$ cat src/core/odt_mode_pkg.sv
// Constants and carrier types for the termination mode control block
package odt_mode_pkg;
  localparam int          CLK_PERIOD_PS        = 20000;
  localparam int          ASYNC_DELAY_MIN_PS   = 2000;
  localparam int          ASYNC_DELAY_MAX_PS   = 8500;
  localparam int          ASYNC_MIN_CYC_I      = (ASYNC_DELAY_MIN_PS + CLK_PERIOD_PS - 1) / CLK_PERIOD_PS;
  localparam int          ASYNC_MAX_CYC_I      = ASYNC_DELAY_MAX_PS / CLK_PERIOD_PS;
  // The delay window comes to less than one cycle at this clock rate, so both ends are clamped to one
  localparam logic [3:0]  ASYNC_MIN_CYC        = 4'(ASYNC_MIN_CYC_I < 1 ? 1 : ASYNC_MIN_CYC_I);
  localparam logic [3:0]  ASYNC_MAX_CYC        = 4'(ASYNC_MAX_CYC_I < 1 ? 1 : ASYNC_MAX_CYC_I);
  localparam int          LAT_W                = 6;
  localparam int          CNT_W                = 10;
  localparam logic [5:0]  SYNC_LAT_OFFSET      = 6'h02;
  localparam logic [5:0]  ANTICIP_EXTRA        = 6'h01;
  localparam logic [9:0]  CNT_ZERO             = 10'h000;
  localparam logic [9:0]  CNT_ONE              = 10'h001;
  localparam int          LAT_MAX              = 64;

  typedef enum logic [1:0] {
    ST_SYNC  = 2'b00,
    ST_ENTRY = 2'b01,
    ST_ASYNC = 2'b11,
    ST_EXIT  = 2'b10
  } odt_state_t;

  typedef struct packed {
    logic        dll_pd_keep;   // DLL stays on in precharge power-down when set
    logic        rtt_enabled;   // Any termination value enabled
    logic [5:0]  cas_write_lat;
    logic [5:0]  additive_lat;
    logic [9:0]  refresh_cycles;
    logic [9:0]  relock_cycles;
  } odt_cfg_t;
endpackage

$ cat src/core/odt_delay_line.sv
// Variable-length delay line used for the synchronous termination latency
`timescale 1ns/1ps
module odt_delay_line
  import odt_mode_pkg::*;
(
  input  wire logic             core_clk_in,  // Clock
  input  wire logic             rst_b_in,     // Sync reset, active low
  input  wire logic             d_in,         // Sample to delay
  input  wire logic [LAT_W-1:0] lat_in,       // Delay in cycles, 1 and up
  output logic                  q_out         // Delayed sample
);
  logic [LAT_MAX-1:0] shift_r;

  always_ff @(posedge core_clk_in) begin
    if (!rst_b_in) begin
      shift_r <= '0;
    end else begin
      shift_r <= {shift_r[LAT_MAX-2:0], d_in};
    end
  end

  // Tap chosen from the combined latency; zero tap reads the newest stage
  assign q_out = (lat_in == '0) ? shift_r[0] : shift_r[lat_in - 6'h01];
endmodule

$ cat src/core/async_termination_mode_control.sv
// Termination timing mode control: synchronous, asynchronous and transition windows
//
// Summary of operation
// - Async mode when termination on, precharge-power-down DLL off
// - Async mode while DLL resynchronizes after reset
// - Async ignores additive latency, uses analog delay
// - Async turn-on between 2 and 8.5 ns; here one 20 ns clock after the synchronized pin changes
// - Async turn-off between 2 and 8.5 ns; here one 20 ns clock after the synchronized pin changes
// - Transition windows only when DLL power-down bit clear
// - Entry window ends when clock-enable registered low
// - Anticipation is max latency plus one clock
// - Refresh in progress extends entry window end; here only if more refresh than anticipation remains
// - In windows, change within either timing's bounds
// - Exit window lasts the relock time; anticipation is added before it
// - Short low pulse: uncertain from entry start to exit end
// - Short high pulse: uncertain from exit start to entry end
// - Sync latency is write CAS plus additive minus two
`timescale 1ns/1ps
module async_termination_mode_control
  import odt_mode_pkg::*;
(
  input  wire logic     core_clk_in,        // 50 MHz command clock
  input  wire logic     rst_b_in,           // Sync reset, active low
  input  wire logic     odt_pin_in,         // Termination pin from controller
  input  wire logic     cke_pin_in,         // Clock-enable pin from controller
  input  wire logic     refresh_cmd_in,     // Refresh command decoded, one-cycle pulse
  input  wire logic     precharged_in,      // All banks precharged
  input  wire logic     dll_relocking_in,   // DLL resynchronizing after reset
  input  wire odt_cfg_t cfg_in,             // Mode register settings
  output logic          rtt_on_out,         // Termination resistance enabled
  output logic          async_mode_out,     // Termination follows pin asynchronously
  output logic          entry_window_out,   // Power-down entry transition window
  output logic          exit_window_out,    // Power-down exit transition window
  output logic          uncertain_out,      // Either timing may apply
  output logic [LAT_W-1:0] sync_lat_out     // Synchronous on/off latency in clocks
);
  // Pins cross from the controller's domain: two flops before any use
  logic odt_s1_r, odt_s2_r, cke_s1_r, cke_s2_r, cke_d_r;
  always_ff @(posedge core_clk_in) begin
    if (!rst_b_in) begin
      odt_s1_r <= 1'b0;
      odt_s2_r <= 1'b0;
      // Clock-enable idles high; resetting to its idle level avoids a false edge
      cke_s1_r <= 1'b1;
      cke_s2_r <= 1'b1;
      cke_d_r  <= 1'b1;
    end else begin
      odt_s1_r <= odt_pin_in;
      odt_s2_r <= odt_s1_r;
      cke_s1_r <= cke_pin_in;
      cke_s2_r <= cke_s1_r;
      cke_d_r  <= cke_s2_r;
    end
  end

  wire       cke_fall   = cke_d_r & ~cke_s2_r;
  wire       cke_rise   = ~cke_d_r & cke_s2_r;
  wire [5:0] sync_lat   = cfg_in.cas_write_lat + cfg_in.additive_lat - SYNC_LAT_OFFSET;
  // On and off latencies are equal, so the larger of the two plus one
  wire [5:0] anticip    = sync_lat + ANTICIP_EXTRA;
  wire       trans_en   = cfg_in.rtt_enabled & ~cfg_in.dll_pd_keep;

  // Refresh countdown; a command restarts it
  logic [CNT_W-1:0] rfc_cnt_r, rfc_cnt_nxt;
  assign rfc_cnt_nxt = refresh_cmd_in ? cfg_in.refresh_cycles :
                       (rfc_cnt_r != CNT_ZERO) ? rfc_cnt_r - CNT_ONE : CNT_ZERO;
  always_ff @(posedge core_clk_in) begin
    if (!rst_b_in) rfc_cnt_r <= CNT_ZERO;
    else           rfc_cnt_r <= rfc_cnt_nxt;
  end

  // The anticipation lead cannot be foreseen from the pins, so the block
  // keeps its last anticipation cycles of pin history uncertain instead:
  // any pin change inside that lead is given the widened delay bounds.
  logic [CNT_W-1:0] lead_cnt_r, lead_cnt_nxt;
  logic [CNT_W-1:0] ent_cnt_r, ent_cnt_nxt;
  logic [CNT_W-1:0] ext_cnt_r, ext_cnt_nxt;
  odt_state_t       state_r, state_nxt;

  // Lead window opens whenever the pin state could soon toggle clock-enable
  assign lead_cnt_nxt = (cke_fall | cke_rise) ? CNT_ZERO :
                        (lead_cnt_r != CNT_ZERO) ? lead_cnt_r - CNT_ONE :
                        {{(CNT_W-LAT_W){1'b0}}, anticip};
  wire [CNT_W-1:0] rfc_left = (rfc_cnt_r > {{(CNT_W-LAT_W){1'b0}}, anticip}) ?
                              rfc_cnt_r : CNT_ZERO;
  // Entry window held past the clock-enable edge while more refresh than anticipation remains
  assign ent_cnt_nxt = (cke_fall & trans_en) ? rfc_left :
                       (ent_cnt_r != CNT_ZERO) ? ent_cnt_r - CNT_ONE : CNT_ZERO;
  assign ext_cnt_nxt = (cke_rise & trans_en) ? cfg_in.relock_cycles :
                       (ext_cnt_r != CNT_ZERO) ? ext_cnt_r - CNT_ONE : CNT_ZERO;

  wire pd_dll_off = ~cke_s2_r & precharged_in & trans_en;
  wire async_cond = cfg_in.rtt_enabled & (pd_dll_off | dll_relocking_in);
  wire in_entry   = trans_en & cke_s2_r & precharged_in | (ent_cnt_r != CNT_ZERO);
  wire in_exit    = trans_en & ~cke_s2_r | (ext_cnt_r != CNT_ZERO);

  always_comb begin
    state_nxt = state_r;
    case (state_r)
      ST_SYNC:  if (cke_fall & trans_en & precharged_in) state_nxt = ST_ENTRY;
                else if (async_cond) state_nxt = ST_ASYNC;
      ST_ENTRY: if (cke_rise) state_nxt = ST_EXIT;
                else if (ent_cnt_nxt == CNT_ZERO) state_nxt = ST_ASYNC;
      ST_ASYNC: if (cke_rise & trans_en) state_nxt = ST_EXIT;
                else if (!async_cond) state_nxt = ST_SYNC;
      ST_EXIT:  if (cke_fall & trans_en) state_nxt = ST_ENTRY;
                else if (ext_cnt_nxt == CNT_ZERO && ent_cnt_nxt == CNT_ZERO)
                  state_nxt = async_cond ? ST_ASYNC : ST_SYNC;
      default:  state_nxt = ST_SYNC;
    endcase
  end

  always_ff @(posedge core_clk_in) begin
    if (!rst_b_in) begin
      state_r    <= ST_SYNC;
      lead_cnt_r <= CNT_ZERO;
      ent_cnt_r  <= CNT_ZERO;
      ext_cnt_r  <= CNT_ZERO;
    end else begin
      state_r    <= state_nxt;
      lead_cnt_r <= lead_cnt_nxt;
      ent_cnt_r  <= ent_cnt_nxt;
      ext_cnt_r  <= ext_cnt_nxt;
    end
  end

  // Synchronous path: pin delayed by the full write-based latency
  logic sync_rtt;
  odt_delay_line u_sync_dly (
    .core_clk_in (core_clk_in),
    .rst_b_in    (rst_b_in),
    .d_in        (odt_s2_r),
    .lat_in      (sync_lat),
    .q_out       (sync_rtt)
  );

  // Asynchronous path: no additive latency, fixed analog delay in cycles
  logic [3:0] adly_cnt_r, adly_cnt_nxt;
  logic       async_rtt_r, async_rtt_nxt;
  wire        async_change = odt_s2_r != async_rtt_r;
  assign adly_cnt_nxt  = !async_change ? 4'h0 :
                         (adly_cnt_r == ASYNC_MAX_CYC) ? 4'h0 : adly_cnt_r + 4'h1;
  // Switch once the least delay has passed and before the longest runs out
  assign async_rtt_nxt = (async_change && adly_cnt_r + 4'h1 >= ASYNC_MIN_CYC) ?
                         odt_s2_r : async_rtt_r;
  always_ff @(posedge core_clk_in) begin
    if (!rst_b_in) begin
      adly_cnt_r  <= 4'h0;
      async_rtt_r <= 1'b0;
    end else begin
      adly_cnt_r  <= adly_cnt_nxt;
      async_rtt_r <= async_rtt_nxt;
    end
  end

  // In windows the asynchronous response is used; both responses lie in the
  // widened bounds, so either answer is legal
  wire in_window = (state_r == ST_ENTRY) | (state_r == ST_EXIT) | (in_entry & lead_cnt_r
                   != CNT_ZERO & cke_s2_r) | (in_exit & lead_cnt_r != CNT_ZERO & ~cke_s2_r);
  wire rtt_sel   = ~cfg_in.rtt_enabled ? 1'b0 :
                   (state_r == ST_ASYNC) ? async_rtt_r :
                   in_window ? async_rtt_r : sync_rtt;

  always_ff @(posedge core_clk_in) begin
    if (!rst_b_in) begin
      rtt_on_out       <= 1'b0;
      async_mode_out   <= 1'b0;
      entry_window_out <= 1'b0;
      exit_window_out  <= 1'b0;
      uncertain_out    <= 1'b0;
      sync_lat_out     <= '0;
    end else begin
      rtt_on_out       <= rtt_sel;
      async_mode_out   <= state_r == ST_ASYNC;
      entry_window_out <= state_r == ST_ENTRY;
      exit_window_out  <= state_r == ST_EXIT;
      uncertain_out    <= in_window;
      sync_lat_out     <= sync_lat;
    end
  end
endmodule

$ cat config.mk
export PLATFORM = sky130hd
export DESIGN_NAME = async_termination_mode_control
export DESIGN_NICKNAME = d
export VERILOG_FILES = /design/src/core/odt_mode_pkg.sv /design/src/core/odt_delay_line.sv /design/src/core/async_termination_mode_control.sv
export SDC_FILE = /design/constraint.sdc
export NUM_CORES = 1
export LEC_CHECK = 0
export ABC_CLOCK_PERIOD_IN_PS = 5350
export BUFFER_PORTS_ARGS = -buffer_cell sky130_fd_sc_hd__buf_2
export CAP_MARGIN = 10
export CORE_UTILIZATION = 50
export CTS_CLUSTER_DIAMETER = 200
export DETAILED_ROUTE_END_ITERATION = 10
export GPL_TIMING_DRIVEN = 0
export HOLD_SLACK_MARGIN = 0.08
export PLACE_DENSITY_LB_ADDON = 0.08
export REMOVE_ABC_BUFFERS = 1
export SETUP_SLACK_MARGIN = 0.5
export SKIP_CTS_REPAIR_TIMING = 1
export SYNTH_ARGS = -nofsm -noshare
export SYNTH_HDL_FRONTEND = slang
export SYNTH_SLANG_ARGS = --single-unit
$ cat constraint.sdc
create_clock -name core_clk_in -period 5.35 [get_ports core_clk_in]
set_clock_uncertainty 0.1 [all_clocks]
set_input_delay 0.8025 -clock core_clk_in [delete_from_list [all_inputs] [get_ports core_clk_in]]
set_output_delay 0.8025 -clock core_clk_in [all_outputs]
set_load 0.02 [all_outputs]
======== Word level (Yosys, flattened, before mapping) ========
Cells that the tools add are included.
storage, ports and cells
  register bits ........................... 127
  output and inout bits ................... 11
  word-level logic and storage cells ...... 108
  bits of input ports ..................... 41
operators by class
  bitwise logic cells ..................... 29
  eq/ne operators ......................... 9
  magnitude comparators ................... 3
  reduce and logical (&&, ||, !) cells .... 15
  add/subtract/negate cells ............... 9
  multiplexer cells ....................... 23
operators by type and width
  kind                                                                          number
  10-bit 2-to-1 mux                                                             7
  10-bit nonzero test                                                           4
  10-bit by 1-bit subtractor with 10-bit output, second input constant          4
  10-bit logical NOT                                                            2
  2-bit 2-to-1 mux                                                              9
  1-bit bitwise AND                                                             16
  3-bit != test, second input constant                                          4
  10-bit by 6-bit > comparator with 1-bit output                                1
  2-bit case mux with 4 select lines                                            1
  6-bit by 7-bit less-than comparator with 1-bit output, second input constant  1
  1-bit bitwise OR                                                              7
  6-bit by 1-bit adder with 6-bit output, second input constant                 1
  6-bit adder                                                                   1
  1-bit binary-select mux with 6-bit select                                     1
  6-bit logical NOT                                                             1
  6-bit 2-to-1 mux                                                              1
  1-bit NOT                                                                     6
  3-bit OR reduction                                                            2
  6-bit by 1-bit subtractor with 6-bit output, second input constant            1
  6-bit by 2-bit subtractor with 6-bit output, second input constant            1
  4-bit by 1-bit adder with 4-bit output, second input constant                 1
  2-bit == test, second input constant                                          2
  4-bit by 1-bit == test with 1-bit output, second input constant               1
  4-bit by 1-bit >= comparator with 1-bit output, second input constant         1
  8 further kinds                                                               12

======== Depth between registers and ports, before layout ========
Gate-level depths: netlist (run 1).
  depth after elaboration ................. 11
  mapped depth ............................ 19
  mapped depth without buffers ............ 19

======== Modules after synthesis ========
From an unflattened synthesis (run 1), not the netlist that was laid out.
unflattened totals
  cell total of the unflattened synthesis .. 633
  area, all modules ....................... 6142.1 µm²
by module, submodules not included
  module                          instances  cells each  area each (µm²)  seq. area each (µm²)
  async_termination_mode_control  1          438         3712.3           1261.2
  odt_delay_line                  1          195         2429.8           1281.2

======== Worst setup path before layout (run 1) ========
OpenSTA, ideal clock, no wires.
  kind .................................... input to register
  start point ............................. input port cfg_in[21] (netlist name)
  end point ............................... register state_r[1]
  slack ................................... 1064 ps
  arrival time ............................ 4115 ps
  path buffers ............................ 1
  library setup time ...................... 72 ps
  cell stages on the path ................. 19
  required time ........................... 5178 ps
  cells stage by stage .................... inv_1 > ha_1 > inv_1 > ha_1 > inv_1 > fa_1 > buf_2 > or3_1 > nor2_1 > nand2_1 > xor2_1 > ha_1 > nand4_1 > or3_1 > nand3_1 > o211a_1 > a41o_1 > o21a_2 > mux2i_1
between the ends
  cells in the longest elaborated chain, start to end .. 10
  elaborated cells on any way between the ends .. 11
  classes of those cells .................. add/sub (3); order compare (1); eq/ne (2); mux (2); reduce/logical (3)
ends and longest elaborated chain
  what                                                RTL line                                                                      source
  start: declaration                                  async_termination_mode_control.sv:29                                          input wire odt_cfg_t cfg_in,
  6-bit adder (*)                                     async_termination_mode_control.sv:58                                          wire [5:0] sync_lat = cfg_in.cas_write_lat + cfg_in.additive_lat - SYNC_LAT_OFFSET;
  6-bit by 2-bit subtractor with 6-bit output (*)     async_termination_mode_control.sv:58
  6-bit by 1-bit adder with 6-bit output (*)          async_termination_mode_control.sv:60                                          wire [5:0] anticip = sync_lat + ANTICIP_EXTRA;
  10-bit by 6-bit > comparator with 1-bit output (*)  async_termination_mode_control.sv:84                                          wire [CNT_W-1:0] rfc_left = (rfc_cnt_r > {{(CNT_W-LAT_W){1'b0}}, anticip}) ?
  10-bit 2-to-1 mux (*)                               async_termination_mode_control.sv:84
  10-bit 2-to-1 mux (*)                               async_termination_mode_control.sv:87                                          assign ent_cnt_nxt = (cke_fall & trans_en) ? rfc_left :
  10-bit logical NOT (*)                              async_termination_mode_control.sv:103, async_termination_mode_control.sv:107
  1-bit logical AND                                   async_termination_mode_control.sv:107                                         else if (ext_cnt_nxt == CNT_ZERO && ent_cnt_nxt == CNT_ZERO)
  3-bit != test (no source line)                      -
  4-bit AND reduction (no source line) (*)            -
  end signal: assignment                              async_termination_mode_control.sv:120                                         state_r <= state_nxt;
  end: declaration                                    async_termination_mode_control.sv:78                                          odt_state_t state_r, state_nxt;
Every way passes the cells marked *; elsewhere a longest branch is shown, timed or not.
A chain may end at the register's enable or synchronous reset.

======== Worst setup path after layout (run 1) ========
Ends and elaborated chain as after synthesis.

==> flow_metrics.py, run 1 <==
metrics = {
    "sta": {
        "tightest_slew_ns": 1.141,
        "slew_headroom_pct": 23.91,
        "max_freq_ghz": 0.2320,
        "hold_ws_ns": 0.3333,
        "fin_crit_sh_pct": 80.57,
        "setup_viol": 0,
        "hold_viol": 0,
        "post-route-min-period_ns": 4.310,
        "drv_slew": 0,
        "setup_tns_ns": 0,
        "rsz0062_at_grt": "false",
    },
    "worst_setup_path": {
        "critPathLaunch": "cfg_in[21]",
        "crit_arrival_ns": 4.56,
        "crit_required_ns": 5.60,
        "critPathCaptureType": "flop",
        "crit_end": "state_r[1]",
        "ff2ff_setup_slack_ns": 2.81,
        "rr_startpoint": "ent_cnt_r[0]",
        "reg2regPathDepth": 10,
        "critPathLaunchType": "primary input",
        "crit-reg2reg-capture": "state_r[0]",
        "cp_max_fo": 8,
        "path_class": "in -> reg",
    },
    "synthesis": {
        "ys_top_cells_by_area": "dfxtp_1, and2_1, ha_1, mux4_2, nor2_1",
        "ys_seq_area_share_pct": 42.16,
        "avgSynthCellArea_um2": 9.558,
        "ys_types": 59,
        "synth_area_um2": 6031,
        "yosysMostFrequentCell": "dfxtp_1",
        "synthFlopType": "dfxtp_1",
        "syn_inst": 631,
        "ys_warn_count": 0,
        "synth.top_cells.by_count": "dfxtp_1, and2_1, nor2_1, inv_1, nand2_1",
        "synth_seq_cells": 127,
        "synth_top_area_cell": "dfxtp_1",
        "synthArstFlopShare_pct": 0,
        "synth_top_area_share_pct": 42.16,
        "synth_edf_count": 0,
    },
    "finish": {
        "drive_above_1_share_pct": 17.08,
        "antenna_cells": 0,
        "area_growth_pct": 15.68,
        "stdcell_count": 834,
        "nNetsFinal": 753,
    },
    "drt": {
        "drt_wl_total_um": 11950,
        "viasPerCell": 5.378,
        "drt_pass1_iterations": 7,
        "antenna_left": 0,
        "drt-wirelength-per-cell_um": 14.32,
        "drc": 6,
        "vias": 4485,
        "drt_iter0_drc": 306,
    },
    "clock_tree": {
        "cts.sinks": 127,
        "clk_latency_ns": 0.42,
        "cts_tree": "built",
        "cts.clk_slew.worst_paths_ns": 0.06,
        "clockRootBuffer": "clkbuf_16",
        "htree_num_levels": 4,
        "numCtsBuffers": 17,
        "clock_path_buffers": 2,
    },
    "run_status": {
        "violations": "design-rule violations",
        "outcome": "finished with violations",
    },
    "floorplanning": {
        "io_pins": 52,
        "row_count": 39,
        "initial_core_util_pct": 52.15,
        "core_um2": 11560,
        "die_h_um": 111.8,
        "die-area_um2": 12500,
        "die_w_um": 111.8,
    },
    "pwr": {
        "vdd_ir_drop_max_mv": 0.2507,
        "powerDensity_nw_per_um2": 491.4,
        "leakage_nw": 2.988,
        "p_comb_share_pct": 33.2,
        "p_int_mw": 2.253,
        "switching_share_pct": 34.29,
        "clockPowerShare_pct": 32.3,
        "seqPwrFrac_pct": 34.5,
        "switching_power_mw": 1.176,
    },
    "place": {
        "port_buffers": 51,
        "gp_congestion": 0.8198,
        "hpwl_um": 8327,
        "placed_cells": 801,
    },
    "global_routing": {
        "grt-ovfl-total": 0,
        "antenna_found_initial": 0,
        "grt_pass1_vias": 4547,
        "grt_max_degree": 87,
        "gr-usage-all-layers_pct": 20.94,
        "grt_pass1_wl_um": 20760,
    },
    "min_path": {
        "min-delay-path-class": "reg -> reg",
    },
    "job": {
        "drv_cap": 0,
    },
}
[power groups by stage]
stage	Combinational, mW	Clock [mW]	Sequential, mW
floorplan	0.872	0	1.19
detailed placement	1.13	0	1.20
global route	1.28	1.17	1.20
finish	1.14	1.11	1.18
global placement	1.09	0	1.19
CTS	1.14	1.13	1.18
[placed cells by master, fill, tap and decap left out, drive strengths merged, types with 3 or more instances in the layout]
master / netlist / layout
a21oi: 30 / 30
nand2: 34 / 34
xnor2: 21 / 21
a31oi: 4 / 4
or3: 5 / 5
ha: 33 / 33
mux4: 18 / 18
o31ai: 3 / 3
clkinvlp: 0 / 5
xor2: 12 / 12
mux2i: 13 / 13
nand4: 3 / 3
buf: 4 / 53
mux2: 3 / 3
a22oi: 5 / 5
inv: 40 / 42
dfxtp: 127 / 127
clkbuf: 21 / 21
a211oi: 13 / 13
or4: 5 / 5
nor3: 23 / 23
nor2b: 8 / 8
and2: 81 / 81
nor4: 10 / 10
o21ai: 8 / 8
nor2: 63 / 63
nand3: 6 / 6
nand2b: 5 / 5
a21o: 4 / 4
clkinv: 0 / 3
[per-stage QoR]
| step | cell area [um2] | total power [mW] | worst slack [ns] | utilization [%] |
|---|---|---|---|---|
| 4_1_cts | 6949 | 3.445 | 0.6322 | 60.09 |
| 6_report | 6977 | 3.428 | 1.040 | 60.33 |
| 3_5_place_dp | 6371 | 2.330 | 0.1930 | 55.09 |
| 2_1_floorplan | 5923 | 2.062 | 1.069 | - |
| 3_3_place_gp | 6357 | 2.280 | 0.2418 | 54.97 |
| 5_1_grt | 6977 | 3.647 | 0.8454 | 60.33 |
[worst max-delay path, cell delays in order]
cell and delay [ns]:
buf_2 0.08, inv_1 0.03, ha_1 0.27, inv_1 0.06, ha_1 0.15, inv_1 0.05, fa_1 0.57, or3_1 0.45
nor2_1 0.11, nand2_1 0.07, xor2_1 0.21, ha_1 0.36, nand4_1 0.11, or3_1 0.38, nand3_1 0.11, o211a_1 0.21
a41o_1 0.19, o21a_2 0.16, mux2i_1 0.18
[final cells by class]
class / count / area, um2
Clock buffer: 21 / 470.5
Inverter: 40 / 150.1
Fill cell: 1021 / 4588
Multi-Input combinational cell: 439 / 3237
Sequential cell: 127 / 2542
Tap cell: 143 / 178.9
Clock inverter: 11 / 107.6
Timing Repair Buffer: 53 / 290.3
[metal layers]
| metal | routed length, um | part of all wire (%) | track usage, % | up-vias |
|---|---|---|---|---|
| met3 | 442 | 3.7 | 5.988 | 15 |
| met5 | 0 | 0 | 0 | - |
| li1 | - | - | - | 2272 |
| met2 | 5761 | 48 | 35.07 | 58 |
| met4 | 171 | 1.4 | 7.748 | 0 |
| met1 | 5570 | 47 | 25.55 | 2140 |
[cells by family after synthesis]
kind of cell | Yosys count | share of synthesized area [%]
simple gates | 255 | 23.03
xor+xnor | 33 | 4.917
fa+ha+maj | 34 | 7.179
flops | 127 | 42.16
compound gates | 83 | 9.004
mux | 34 | 9.440
buf+inv | 65 | 4.274
[flip-flops by register name (all words and copies together) (netlist names), 2 cells and up]
signal,flops
adly_cnt_r,4
ent_cnt_r,10
state_r,2
lead_cnt_r,10
rfc_cnt_r,10
sync_lat_out,6
u_sync_dly.shift_r,64
ext_cnt_r,10
[worst min path at each step]
stage             start        to  slack [ns]  cells after the start
2_1_floorplan  cke_s1_r  cke_s2_r        0.29                      1
3_3_place_gp   odt_s1_r  odt_s2_r        0.32                      1
3_5_place_dp   cke_s1_r  cke_s2_r        0.32                      1
4_1_cts        cke_s1_r  cke_s2_r        0.34                      1
5_1_grt        odt_s1_r  odt_s2_r        0.36                      1
6_report       cke_s1_r  cke_s2_r        0.33                      1
No activity file was read; power rests on OpenSTA's default activity.
==> run 2, diff against run 1 <==
- ABC_CLOCK_PERIOD_IN_PS: 5350 -> 3700
- clock period: 5.35 -> 3.7 ns (I/O delays scaled with it)
==> flow_metrics.py, run 2 (synthesis results as in run 1) <==
metrics = {
    "run_status": {
        "outcome": "finished with violations",
        "violations": "design-rule violations, negative setup slack",
    },
    "sta": {
        "fin_ws_ns": -0.1985,
        "drv_slew": 0,
        "hold_viol": 0,
        "setup_viol": 2,
        "tightest_slew_ns": 1.155,
        "fin_crit_sh_pct": 105.4,
        "max_freq_ghz": 0.2565,
        "rsz0062_at_grt": "true",
        "setup_tns_ns": -0.3353,
        "slew_headroom_pct": 23.02,
        "hold_ws_ns": 0.2208,
        "post-route-min-period_ns": 3.898,
    },
    "drt": {
        "drt-wirelength-per-cell_um": 14.44,
        "viasPerCell": 5.391,
        "drt_iter0_drc": 280,
        "antenna_left": 0,
        "drt_pass1_iterations": 7,
        "drc": 6,
        "drt_wl_total_um": 12090,
        "vias": 4512,
    },
    "clock_tree": {
        "numCtsBuffers": 17,
        "clock_path_buffers": 2,
        "htree_num_levels": 4,
        "cts.sinks": 127,
        "cts.clk_slew.worst_paths_ns": 0.06,
        "clockRootBuffer": "clkbuf_16",
        "clk_latency_ns": 0.42,
        "cts_tree": "built",
    },
    "worst_setup_path": {
        "cp_max_fo": 7,
        "reg2regPathDepth": 10,
        "critPathCaptureType": "flop",
        "crit_arrival_ns": 4.15,
        "path_class": "in -> reg",
        "critPathLaunchType": "primary input",
        "crit_required_ns": 3.95,
    },
    "global_routing": {
        "use_met2_pct": 35.07,
        "grt_pass1_vias": 4547,
        "met1_usage_pct": 25.55,
        "gr-usage-all-layers_pct": 20.94,
        "grt-busiest-layer": "met2",
        "antenna_found_initial": 0,
        "grt-ovfl-total": 0,
        "grt_pass1_wl_um": 20760,
        "grt_max_degree": 87,
        "use_met3_pct": 5.988,
    },
    "finish": {
        "nNetsFinal": 756,
        "regMostFlops": "u_sync_dly.shift_r",
        "final_common_cell": "dfxtp_1",
        "stdcell_area_um2": 7112,
        "antenna_cells": 0,
        "drive_above_1_share_pct": 19.74,
        "final_core_util_pct": 61.50,
        "stdcell_count": 837,
        "area_growth_pct": 17.93,
        "largest_reg_flops": 64,
        "final_cell_mix": "dfxtp_1, and2_1, nor2_1",
    },
    "floorplanning": {
        "core_um2": 11560,
        "row_count": 39,
        "die_h_um": 111.8,
        "die_w_um": 111.8,
        "initial_core_util_pct": 52.15,
        "io_pins": 52,
        "die-area_um2": 12500,
    },
    "min_path": {
        "min-delay-path-class": "in -> reg",
        "holdPathStages": 2,
    },
    "place": {
        "gp_congestion": 0.8198,
        "hpwl_um": 8327,
        "place_ws_ns": -1.209,
        "port_buffers": 51,
        "placed_cells": 801,
        "place_area_um2": 6371,
    },
    "pwr": {
        "powerDensity_nw_per_um2": 705.4,
        "leakage_nw": 3.028,
        "vdd_ir_drop_max_mv": 0.3666,
        "power_mw": 5.016,
    },
    "job": {
        "drv_cap": 0,
    },
}
==> run 2: changes by cell type in the layout (fill, tap and decap cells not counted), moves of 3 or more <==
cell,previous run,this run
inv_1,40,36
xnor2_2,0,3
buf_6,0,3
xnor2_1,21,18
==> run 2: path summary, 6_finish.rpt <==
check                                   from    endpoint  slack, ns
worst max-delay path              cfg_in[27]  state_r[1]      -0.20
worst min-delay path              cke_pin_in    cke_s1_r       0.22
worst max register to register  ent_cnt_r[0]  state_r[0]       1.16
worst min register to register      cke_s1_r    cke_s2_r       0.33
==> run 2: cell type report <==
type                    count  area, um2
flip-flops and latches    127       2542
fillers                   999       4453
well taps                 143      178.9
repair buffers             56      329.1
multi-input cells         439       3328
clock inverters            11      107.6
clock buffers              21      470.5
inverters                  40      155.1
==> run 2: power by group <==
group	internal, mW	switching, mW	leakage (nW)
registers	1.54	0.172	1.03
logic	0.775	0.930	1.73
clock network	0.980	0.621	0.268
total	3.29	1.72	3.03
==> run 2: layer usage <==
metal	share of wire [%]	vias to the layer above
li1	-	2278
met1	46	2146
met2	49	74
met3	3.7	14
met4	1.4	0
met5	0	-
==> run 2: worst max-delay path: stages <==
cell and delay [ns]:
buf_6 0.09, inv_4 0.05, ha_4 0.19, inv_2 0.06, ha_4 0.12, inv_2 0.04, fa_2 0.54, or3_4 0.39
nor2_4 0.10, nand2_2 0.08, xor2_2 0.21, ha_1 0.34, buf_6 0.13, a311oi_2 0.25, o211ai_1 0.15, nand3_1 0.12
o211a_1 0.19, a41o_1 0.19, o21a_2 0.16, mux2i_1 0.18
